$ cat src/logic/swd_pkg.sv
// shared constants and types for the switch detect serial link
package swd_pkg;
	// ---------------------------------------------------------------
	// frame layout
	// ---------------------------------------------------------------
	localparam int SWD_WORD_BITS = 24;
	localparam int SWD_NUM_DUAL = 8;
	localparam int SWD_NUM_GND = 14;
	localparam int SWD_NUM_SW = SWD_NUM_DUAL + SWD_NUM_GND;
	// status word: int flag on top, thermal flag next, switches below
	localparam int SWD_POS_INT = 23;
	localparam int SWD_POS_THERM = 22;
	localparam int SWD_POS_SW = 0;
	// ---------------------------------------------------------------
	// reset values
	// ---------------------------------------------------------------
	localparam logic [SWD_NUM_DUAL-1:0] SWD_RST_POL = 8'hFF;
	localparam logic [SWD_NUM_SW-1:0] SWD_RST_IEN = 22'h3FFFFF;
	localparam logic [SWD_WORD_BITS-1:0] SWD_RST_WORD = 24'h000000;
	// host serial clock divider: half period in clk cycles
	localparam int SWD_HALF_CYCLES = 20;
	// host timing guards in clk cycles
	localparam int SWD_LEAD_CYCLES = 20;
	localparam int SWD_LAG_CYCLES = 10;
	typedef enum logic [1:0] {
		SWD_IDLE = 2'b00,
		SWD_LEAD = 2'b01,
		SWD_SHIFT = 2'b10,
		SWD_LAG = 2'b11
	} swd_host_state_t;
endpackage

$ cat src/logic/swd_if.sv
// interface joining the switch detect device and its host
`timescale 1ns/1ps
interface swd_if;
	logic cs_n;
	logic sclk;
	logic si;
	logic so;
	logic so_oe_n;
	logic int_n_out;
	logic int_n_oe_n;
	logic int_n_in;
	logic wake_n_out;
	logic wake_n_oe_n;
	logic wake_n_in;
	// resolved wire levels; open drain lines pull up when released
	assign int_n_in = int_n_oe_n ? 1'b1 : int_n_out;
	assign wake_n_in = wake_n_oe_n ? 1'b1 : wake_n_out;
	modport dev (
		input cs_n,
		input sclk,
		input si,
		output so,
		output so_oe_n,
		output int_n_out,
		output int_n_oe_n,
		input int_n_in,
		output wake_n_out,
		output wake_n_oe_n,
		input wake_n_in
	);
	modport host (
		output cs_n,
		output sclk,
		output si,
		input so,
		input so_oe_n,
		input int_n_in,
		input wake_n_in
	);
endinterface

$ cat src/logic/swd_dev.sv
// device end: serial slave, interrupt and wake pin logic
`timescale 1ns/1ps
// Contract
// RULE_01: cs fall enables so, captures int and switches
// RULE_02: cs rise tri-states so
// RULE_03: cs rise releases int unless new change
// RULE_04: command applied only at cs rise
// RULE_05: host moves cs only with sclk low
// RULE_06: cs fall wakes sleep with logic supply
// RULE_07: si sampled on sclk falling edge
// RULE_08: so shifts on rise, host samples fall
// RULE_09: host should idle sclk low
// RULE_10: cs high ignores sclk and si
// RULE_11: command word is 24 bits
// RULE_12: open reads 0, closed reads 1
// RULE_13: first rise shows bit 24, then lower
// RULE_14: msb first both directions
// RULE_15: enabled input change pulls int low; code masks change in sleep mode
// RULE_16: int flag captured at cs fall
// RULE_17: int line fall wakes sleep device
// RULE_18: wake pin low normal, high sleep
// RULE_19: wake fall wakes, int must be high; code skips the int check when logic supply is off
// RULE_20: cs and int wake need logic supply
// RULE_21: dual inputs follow polarity setting
// RULE_22: ground inputs closed below reference
// RULE_23: every reply carries status and flags
// RULE_24: change is current versus captured state
module swd_dev
	import swd_pkg::*;
(
	input wire logic clk,
	input wire logic rst_n,
	swd_if.dev link,
	input wire logic [SWD_NUM_DUAL-1:0] dual_polarity_inputs,
	input wire logic [SWD_NUM_GND-1:0] ground_only_inputs,
	input wire logic logic_supply_on,
	input wire logic thermal_flag,
	input wire logic sleep_req,
	output logic sleep_mode,
	output logic [SWD_WORD_BITS-1:0] cmd_word,
	output logic cmd_valid,
	output logic [SWD_NUM_DUAL-1:0] polarity_sel,
	output logic [SWD_NUM_SW-1:0] int_enable
);
	// ---------------------------------------------------------------
	// edge detection on pins
	// ---------------------------------------------------------------
	logic cs_q, sclk_q, int_q, wake_q;
	logic cs_fall, cs_rise, sclk_rise, sclk_fall, int_fall, wake_fall;
	// pins are synchronous to clk, so one stage is enough for edges
	always_ff @(posedge clk or negedge rst_n) begin
		if (!rst_n) begin
			cs_q <= 1'b1;
			sclk_q <= 1'b0;
			int_q <= 1'b1;
			wake_q <= 1'b0; // wake pin sits low in normal mode, so no false edge
		end else begin
			cs_q <= link.cs_n;
			sclk_q <= link.sclk;
			int_q <= link.int_n_in;
			wake_q <= link.wake_n_in;
		end
	end
	assign cs_fall = cs_q & ~link.cs_n;
	assign cs_rise = ~cs_q & link.cs_n;
	// sclk edges only count while selected
	assign sclk_rise = ~link.cs_n & ~sclk_q & link.sclk; // see RULE_10
	assign sclk_fall = ~link.cs_n & sclk_q & ~link.sclk; // see RULE_10
	assign int_fall = int_q & ~link.int_n_in;
	assign wake_fall = wake_q & ~link.wake_n_in;

	// ---------------------------------------------------------------
	// switch qualification
	// ---------------------------------------------------------------
	logic [SWD_NUM_SW-1:0] sw_closed;
	genvar gi;
	generate
		for (gi = 0; gi < SWD_NUM_DUAL; gi++) begin : g_dual
			// input high means above reference; polarity 1 is battery
			assign sw_closed[gi] = polarity_sel[gi] ? dual_polarity_inputs[gi]
				: ~dual_polarity_inputs[gi]; // see RULE_21
		end
		for (gi = 0; gi < SWD_NUM_GND; gi++) begin : g_gnd
			assign sw_closed[SWD_NUM_DUAL+gi] = ~ground_only_inputs[gi]; // see RULE_22
		end
	endgenerate

	// ---------------------------------------------------------------
	// mode: normal or sleep
	// ---------------------------------------------------------------
	logic wake_evt;
	always_comb begin
		wake_evt = (cs_fall & logic_supply_on) // see RULE_06 see RULE_20
			| (int_fall & link.wake_n_in & logic_supply_on) // see RULE_17
			| (wake_fall & (link.int_n_in | ~logic_supply_on)); // see RULE_19
	end
	always_ff @(posedge clk or negedge rst_n) begin
		if (!rst_n) begin
			sleep_mode <= 1'b0;
		end else if (sleep_mode && wake_evt) begin
			sleep_mode <= 1'b0;
		end else if (!sleep_mode && sleep_req && link.cs_n) begin
			sleep_mode <= 1'b1;
		end
	end
	// wake pin low in normal mode, released in sleep
	assign link.wake_n_out = 1'b0;
	assign link.wake_n_oe_n = sleep_mode; // see RULE_18

	// ---------------------------------------------------------------
	// change detection and interrupt
	// ---------------------------------------------------------------
	logic [SWD_NUM_SW-1:0] ref_q;
	logic change, int_act_q, chg_in_frame_q;
	// compare with the last state captured; held still during a frame
	assign change = ~sleep_mode & |((sw_closed ^ ref_q) & int_enable); // see RULE_24 see RULE_15
	always_ff @(posedge clk or negedge rst_n) begin
		if (!rst_n) begin
			ref_q <= '0;
		end else if (cs_fall || (link.cs_n && change)) begin
			ref_q <= sw_closed;
		end
	end
	// changes seen while selected keep int asserted past cs rise
	always_ff @(posedge clk or negedge rst_n) begin
		if (!rst_n) begin
			chg_in_frame_q <= 1'b0;
		end else if (!link.cs_n && change) begin
			chg_in_frame_q <= 1'b1; // set beats the select clear
		end else if (cs_fall) begin
			chg_in_frame_q <= 1'b0;
		end
	end
	// set beats clear so a change at cs rise is not lost
	always_ff @(posedge clk or negedge rst_n) begin
		if (!rst_n) begin
			int_act_q <= 1'b0;
		end else if (change) begin
			int_act_q <= 1'b1; // see RULE_15
		end else if (cs_rise && !chg_in_frame_q) begin
			int_act_q <= 1'b0; // see RULE_03
		end
	end
	assign link.int_n_out = 1'b0;
	assign link.int_n_oe_n = ~int_act_q;

	// ---------------------------------------------------------------
	// shift registers
	// ---------------------------------------------------------------
	logic [SWD_WORD_BITS-1:0] tx_q, rx_q;
	logic [4:0] bit_cnt_q;
	logic so_q, so_en_q;
	// status word captured at select; own int state only
	always_ff @(posedge clk or negedge rst_n) begin
		if (!rst_n) begin
			tx_q <= SWD_RST_WORD;
			so_q <= 1'b0;
		end else if (cs_fall) begin
			tx_q <= '0;
			tx_q[SWD_POS_INT] <= int_act_q; // see RULE_01 see RULE_16
			tx_q[SWD_POS_THERM] <= thermal_flag; // see RULE_23
			tx_q[SWD_POS_SW +: SWD_NUM_SW] <= sw_closed; // see RULE_01 see RULE_12
		end else if (sclk_rise) begin
			so_q <= tx_q[SWD_WORD_BITS-1]; // see RULE_13 see RULE_08
			tx_q <= {tx_q[SWD_WORD_BITS-2:0], 1'b0}; // see RULE_14
		end
	end
	always_ff @(posedge clk or negedge rst_n) begin
		if (!rst_n) begin
			so_en_q <= 1'b0;
		end else if (cs_fall) begin
			so_en_q <= 1'b1; // see RULE_01
		end else if (cs_rise) begin
			so_en_q <= 1'b0; // see RULE_02
		end
	end
	assign link.so = so_q;
	assign link.so_oe_n = ~so_en_q;
	// input bits enter lsb and climb, so the first lands on top
	always_ff @(posedge clk or negedge rst_n) begin
		if (!rst_n) begin
			rx_q <= '0;
			bit_cnt_q <= '0;
		end else if (cs_fall) begin
			bit_cnt_q <= '0;
		end else if (sclk_fall) begin
			rx_q <= {rx_q[SWD_WORD_BITS-2:0], link.si}; // see RULE_07 see RULE_14
			if (bit_cnt_q != 5'(SWD_WORD_BITS)) begin
				bit_cnt_q <= bit_cnt_q + 5'h01;
			end
		end
	end

	// ---------------------------------------------------------------
	// command apply
	// ---------------------------------------------------------------
	// short frames are dropped; long ones keep the last 24 bits
	always_ff @(posedge clk or negedge rst_n) begin
		if (!rst_n) begin
			cmd_word <= '0;
			cmd_valid <= 1'b0;
		end else begin
			cmd_valid <= 1'b0;
			if (cs_rise && bit_cnt_q == 5'(SWD_WORD_BITS)) begin
				cmd_word <= rx_q; // see RULE_04 see RULE_11
				cmd_valid <= 1'b1;
			end
		end
	end
	// small decode: 0x01 sets polarity, 0x02/0x03 set interrupt enables
	always_ff @(posedge clk or negedge rst_n) begin
		if (!rst_n) begin
			polarity_sel <= SWD_RST_POL;
			int_enable <= SWD_RST_IEN;
		end else if (cs_rise && bit_cnt_q == 5'(SWD_WORD_BITS)) begin
			case (rx_q[23:16])
				8'h01: polarity_sel <= rx_q[7:0]; // see RULE_04
				8'h02: int_enable[7:0] <= rx_q[7:0];
				8'h03: int_enable[21:8] <= rx_q[13:0];
				default: ;
			endcase
		end
	end
endmodule // swd_dev

$ cat src/flat_wrapper.sv
// flat-port wrapper written by rule: the top's interface ports become plain ports
module swd_dev_flat import swd_pkg::*;
  (clk, rst_n, dual_polarity_inputs, ground_only_inputs, logic_supply_on, thermal_flag, sleep_req, sleep_mode, cmd_word, cmd_valid, polarity_sel, int_enable, link_cs_n, link_sclk, link_si, link_so, link_so_oe_n, link_int_n_out, link_int_n_oe_n, link_wake_n_out, link_wake_n_oe_n);
  swd_if link_i ();
  input wire logic clk;
  input wire logic rst_n;
  input wire logic [SWD_NUM_DUAL-1:0] dual_polarity_inputs;
  input wire logic [SWD_NUM_GND-1:0] ground_only_inputs;
  input wire logic logic_supply_on;
  input wire logic thermal_flag;
  input wire logic sleep_req;
  output logic sleep_mode;
  output logic [SWD_WORD_BITS-1:0] cmd_word;
  output logic cmd_valid;
  output logic [SWD_NUM_DUAL-1:0] polarity_sel;
  output logic [SWD_NUM_SW-1:0] int_enable;
  input wire logic [$bits(link_i.cs_n)-1:0] link_cs_n;
  input wire logic [$bits(link_i.sclk)-1:0] link_sclk;
  input wire logic [$bits(link_i.si)-1:0] link_si;
  output wire logic [$bits(link_i.so)-1:0] link_so;
  output wire logic [$bits(link_i.so_oe_n)-1:0] link_so_oe_n;
  output wire logic [$bits(link_i.int_n_out)-1:0] link_int_n_out;
  output wire logic [$bits(link_i.int_n_oe_n)-1:0] link_int_n_oe_n;
  output wire logic [$bits(link_i.wake_n_out)-1:0] link_wake_n_out;
  output wire logic [$bits(link_i.wake_n_oe_n)-1:0] link_wake_n_oe_n;
  assign link_i.cs_n = link_cs_n;
  assign link_i.sclk = link_sclk;
  assign link_i.si = link_si;
  assign link_so = link_i.so;
  assign link_so_oe_n = link_i.so_oe_n;
  assign link_int_n_out = link_i.int_n_out;
  assign link_int_n_oe_n = link_i.int_n_oe_n;
  assign link_wake_n_out = link_i.wake_n_out;
  assign link_wake_n_oe_n = link_i.wake_n_oe_n;
  swd_dev u_core (.clk(clk), .rst_n(rst_n), .link(link_i), .dual_polarity_inputs(dual_polarity_inputs), .ground_only_inputs(ground_only_inputs), .logic_supply_on(logic_supply_on), .thermal_flag(thermal_flag), .sleep_req(sleep_req), .sleep_mode(sleep_mode), .cmd_word(cmd_word), .cmd_valid(cmd_valid), .polarity_sel(polarity_sel), .int_enable(int_enable));
endmodule
$ cat config.mk
export PLATFORM = sky130hd
export DESIGN_NAME = swd_dev_flat
export DESIGN_NICKNAME = d
export VERILOG_FILES = /design/src/logic/swd_pkg.sv /design/src/logic/swd_if.sv /design/src/logic/swd_dev.sv /design/src/flat_wrapper.sv
export SDC_FILE = /design/constraint.sdc
export NUM_CORES = 1
export LEC_CHECK = 0
export BUFFER_PORTS_ARGS = -buffer_cell sky130_fd_sc_hd__clkbuf_2
export CAP_MARGIN = 10
export CELL_PAD_IN_SITES_DETAIL_PLACEMENT = 1
export CELL_PAD_IN_SITES_GLOBAL_PLACEMENT = 1
export CORE_ASPECT_RATIO = 0.6
export CORE_MARGIN = 4
export CORE_UTILIZATION = 25
export DETAILED_ROUTE_END_ITERATION = 16
export PLACE_DENSITY = 0.5
export SETUP_SLACK_MARGIN = 0.05
export SLEW_MARGIN = 20
export SYNTH_ARGS = -nofsm -noshare
export SYNTH_HDL_FRONTEND = slang
export SYNTH_SLANG_ARGS = --single-unit
$ cat constraint.sdc
create_clock -name clk -period 2.4 [get_ports clk]
set_clock_uncertainty 0.1 [all_clocks]
set_input_delay 0.48 -clock clk [delete_from_list [all_inputs] [get_ports clk]]
set_output_delay 0.48 -clock clk [all_outputs]
set_load 0.01 [all_outputs]
==> results.md <==
- The flow ran to the end, but the final reports show violations.
- The final reports fail on setup timing.
- Yosys mapped the design onto 38 distinct sky130hd cell types.
- The overall track demand over capacity in global routing is 13.1%.
- In this run the worst path has a maximum fanout of 6.
- The register bit total from synthesis is roughly 140.
- The placed standard-cell area is ~7000 sq um.
- Counting every instance in the synthesized netlist gives roughly 460.
- The cell area power density is around 760 nW/um^2.
- The area of the die is between 20000 and 30000 sq um.
- The relative area change from synthesis to final layout is 32.7%.
- The number of global-route vias before repair is ~4500.
- The cell count of the worst hold path is 1.
- Clock-pin slew was measured on the worst setup and hold paths at approximately 60 ps.
- The worst hold path startpoint is link_sclk.
- The clock drives 138 sinks.
- For this run the aggregate overflow at the end of global routing stands at 0.
- The worst-case IR drop observed on VDD is 0.491 mV.
- For the worst setup path, the data required time is 2600 ps.
- The cell at the root of the clock tree is clkbuf_16.
- The tightest hold path in the finished design has a slack of approximately 110 ps.
- Row generation in the floorplan step produced between 40 and 50 rows.
- The count of endpoints failing hold in the final timing report is 0.
- The sequential share of the synthesized area is around three fifths.
- The total DRC errors in the routed layout is 0.
- At the placement stage, the worst setup path has a slack of -224 ps.
- The number of primary I/O pins is between 90 and 100.
- Yosys printed 0 warnings.
- The first global-routing pass estimated around 26000 um of wire.
- The detailed-route via count is a little over 4000.
- The worst setup path is launched from a flip-flop.
- In the synthesized netlist the dominant register cell turns out to be dfrtp_1.
- During placement, the flow inserted port buffers numbering approximately 90.
- The number of enable flip-flop cells after synthesis is 0.
- After the first detailed-routing iteration, the DRC count stood at 198.
- Clock latency on the worst-skew pair, taken at its later pin, is 410 ps.
- The count of endpoints failing setup in the final report is 2.
- The die boundary width is 206 um.
- In the final routed layout, each cell accounts on average for between 15 and 20 um.
- The worst hold path belongs to the class input port to flip-flop.
- The number of cells on the worst reg-to-reg path is 7.
- The most frequent standard cell in the layout excluding fill and tap cells is dfrtp_1.
- The worst setup margin is -22.0 ps.
- Derived from the worst setup path, the maximum achievable clock frequency is just over 0.4 GHz.
- The first-pass detailed-route iteration total is 4.
- The initial cell density of the core is about a quarter.
- The startpoint identified for the worst register-to-register timing path is u_core.polarity_sel[0].
- The mean instance size in the synthesized netlist is about 13 sq um.
- The area of the core is 23100 sq um.
- The clock passes through at most 2 buffers.
- The sort of element at the end of the critical path is a flip-flop.
- The max-slew violation total from the final report came to 0.
- The maximum number of pins on one net before global-route repair is between 50 and 60.
- Summing every instance area after synthesis gives 5860 sq um.
- The H-tree depth is 4.
- The number of max-cap violations is 0.
- The fraction of registers with async set/reset is 100%.
- The worst setup path is of the flip-flop to flip-flop kind.
- The leakage power total is between 0.003 and 0.004 uW.
- The net count of the finished layout is approximately 630.
- For this block, the routed nets add up to 16200 um of wire.
- The proportion of layout cells with a drive suffix above 1 is roughly 47%.
- 0 antenna diodes ended up in the layout.
- The number of antenna-violating nets in the routed design is 0.
- The number of antenna violations at the first check in global routing is 1.
- The vertical die dimension is 127 um.
- Summing all non-filler instances in the final layout gives an area of 7780 sq um.
- The critical path starts at u_core.polarity_sel[0].
- Setup repair after global routing could not meet its margin everywhere.
- Once detailed placement completed, the half-perimeter wirelength came to around 12000 um.
- The number of CTS-inserted buffers is 17.
- Dividing the detail-routed via count by the number of cells gives 4.40.
- The global placement routability congestion is approximately 0.75.
- In the layout the commonest cells are 106 x dfrtp_1, 88 x clkbuf_2, 65 x nand2_1, 64 x mux2_2, 40 x buf_4.
- The final total power is between 5000 and 6000 uW.
- The worst path in the final design needs a cycle of about 2400 ps, including I/O delays and setup.
- At the worst endpoint, the arrival time is 2620 ps.
- TritonCTS built the clock tree.
- The period utilization is 101%.
==> cell type report <==
type,instances,area (sq um)
Multi-Input combinational cell,271,2270
Inverter,33,124
Tap cell,315,394
Sequential cell,138,3490
Timing Repair Buffer,137,892
Clock inverter,11,145
Clock buffer,21,460
Fill cell,2516,15300
==> through the flow <==
stage	cells	utilization [%]	TNS [ps]
final	926	33.7	-40.3
after global routing	926	33.7	-479
after CTS	926	33.5	-339
after detailed placement	885	30.3	-4280
after global placement	885	30.3	-3670
after floorplan	459	-	0
==> cells in the mapped netlist (2+ instances only) <==
library cell | n | share of area (%)
a22oi_1 | 21 | 2.7
nor4_2 | 2 | 0.43
xor2_1 | 6 | 0.90
xnor2_1 | 21 | 3.1
mux2i_1 | 19 | 3.2
ha_1 | 4 | 0.85
nand2b_1 | 5 | 0.53
nand4_1 | 4 | 0.43
a21oi_1 | 3 | 0.26
nor2_1 | 8 | 0.51
mux2_2 | 65 | 12
nand2_1 | 65 | 4.2
dfrtp_1 | 106 | 45
mux2_4 | 6 | 1.5
nand3_1 | 2 | 0.17
clkbuf_1 | 13 | 0.83
inv_1 | 32 | 2.0
dfstp_2 | 32 | 14
buf_4 | 3 | 0.38
a222oi_1 | 9 | 1.5
xnor2_2 | 2 | 0.56
o21ai_0 | 14 | 1.2
==> state kept, by name (all words and copies together), names as in the netlist <==
| register | cells |
|---|---|
| u_core.link.so | 1 |
| u_core.cmd_valid | 1 |
| u_core.int_enable | 22 |
| u_core.ref_q | 22 |
| u_core.sclk_q | 1 |
| u_core.polarity_sel | 8 |
| u_core.bit_cnt_q | 5 |
| u_core.int_act_q | 1 |
| u_core.tx_q | 24 |
| u_core.rx_q | 24 |
| u_core.so_en_q | 1 |
| u_core.cs_q | 1 |
| u_core.cmd_word | 24 |
| u_core.link.wake_n_oe_n | 1 |
| u_core.chg_in_frame_q | 1 |
| u_core.int_q | 1 |
==> critical path, cell delays in order, from the launching register on <==
cell and delay [ps]:
dfstp_2 570, xnor2_2 160, mux2_4 360, nand4_1 190, nor4_4 80, o31a_4 430, buf_6 150, mux2_4 280
==> report_power, final <==
part / internal, uW / switching, uW
sequential: 2510 / 224
clock: 1690 / 1010
combinational: 272 / 246
==> logic make-up after synthesis <==
logic type | share of synthesized area [%]
xor gates and xnor gates | 4.59
AOI/OAI and AO/OA | 6.87
DFF | 59.6
adders and majority gates | 0.854
other | 0.0640
buffers and inverters | 3.86
muxes | 17.3
and+or+nand+nor | 6.87
==> path summary, 6_finish.rpt <==
path | end | slack, ps
worst min register to register | u_core.int_q | 360
worst max-delay path | u_core.ref_q[4] | -20
worst min-delay path | u_core.sclk_q | 110
max in group asynchronous | u_core.int_q | 1040
min in group asynchronous | u_core.cmd_valid | 430
worst max register to register | u_core.ref_q[4] | -20
==> metal layers <==
metal | up-vias | GRT usage, % | share of wire [%]
li1 | 1875 | - | -
met1 | 2120 | 19.9 | 52
met2 | 72 | 18.5 | 43
met3 | 8 | 3.63 | 4.6
met4 | 0 | 3.19 | 0.37
met5 | - | 0 | 0
==> timing repair <==
action | CTS | global route
cloned | 2 | 0
setup endpoints to repair | 30 | 32
gates resized for setup | 6 | 10
hold buffers | 1 | 0
setup buffers | 6 | 1
hold endpoints to repair | 33 | 0
pin swaps | 6 | 7
(Power assumes the default switching activity.)
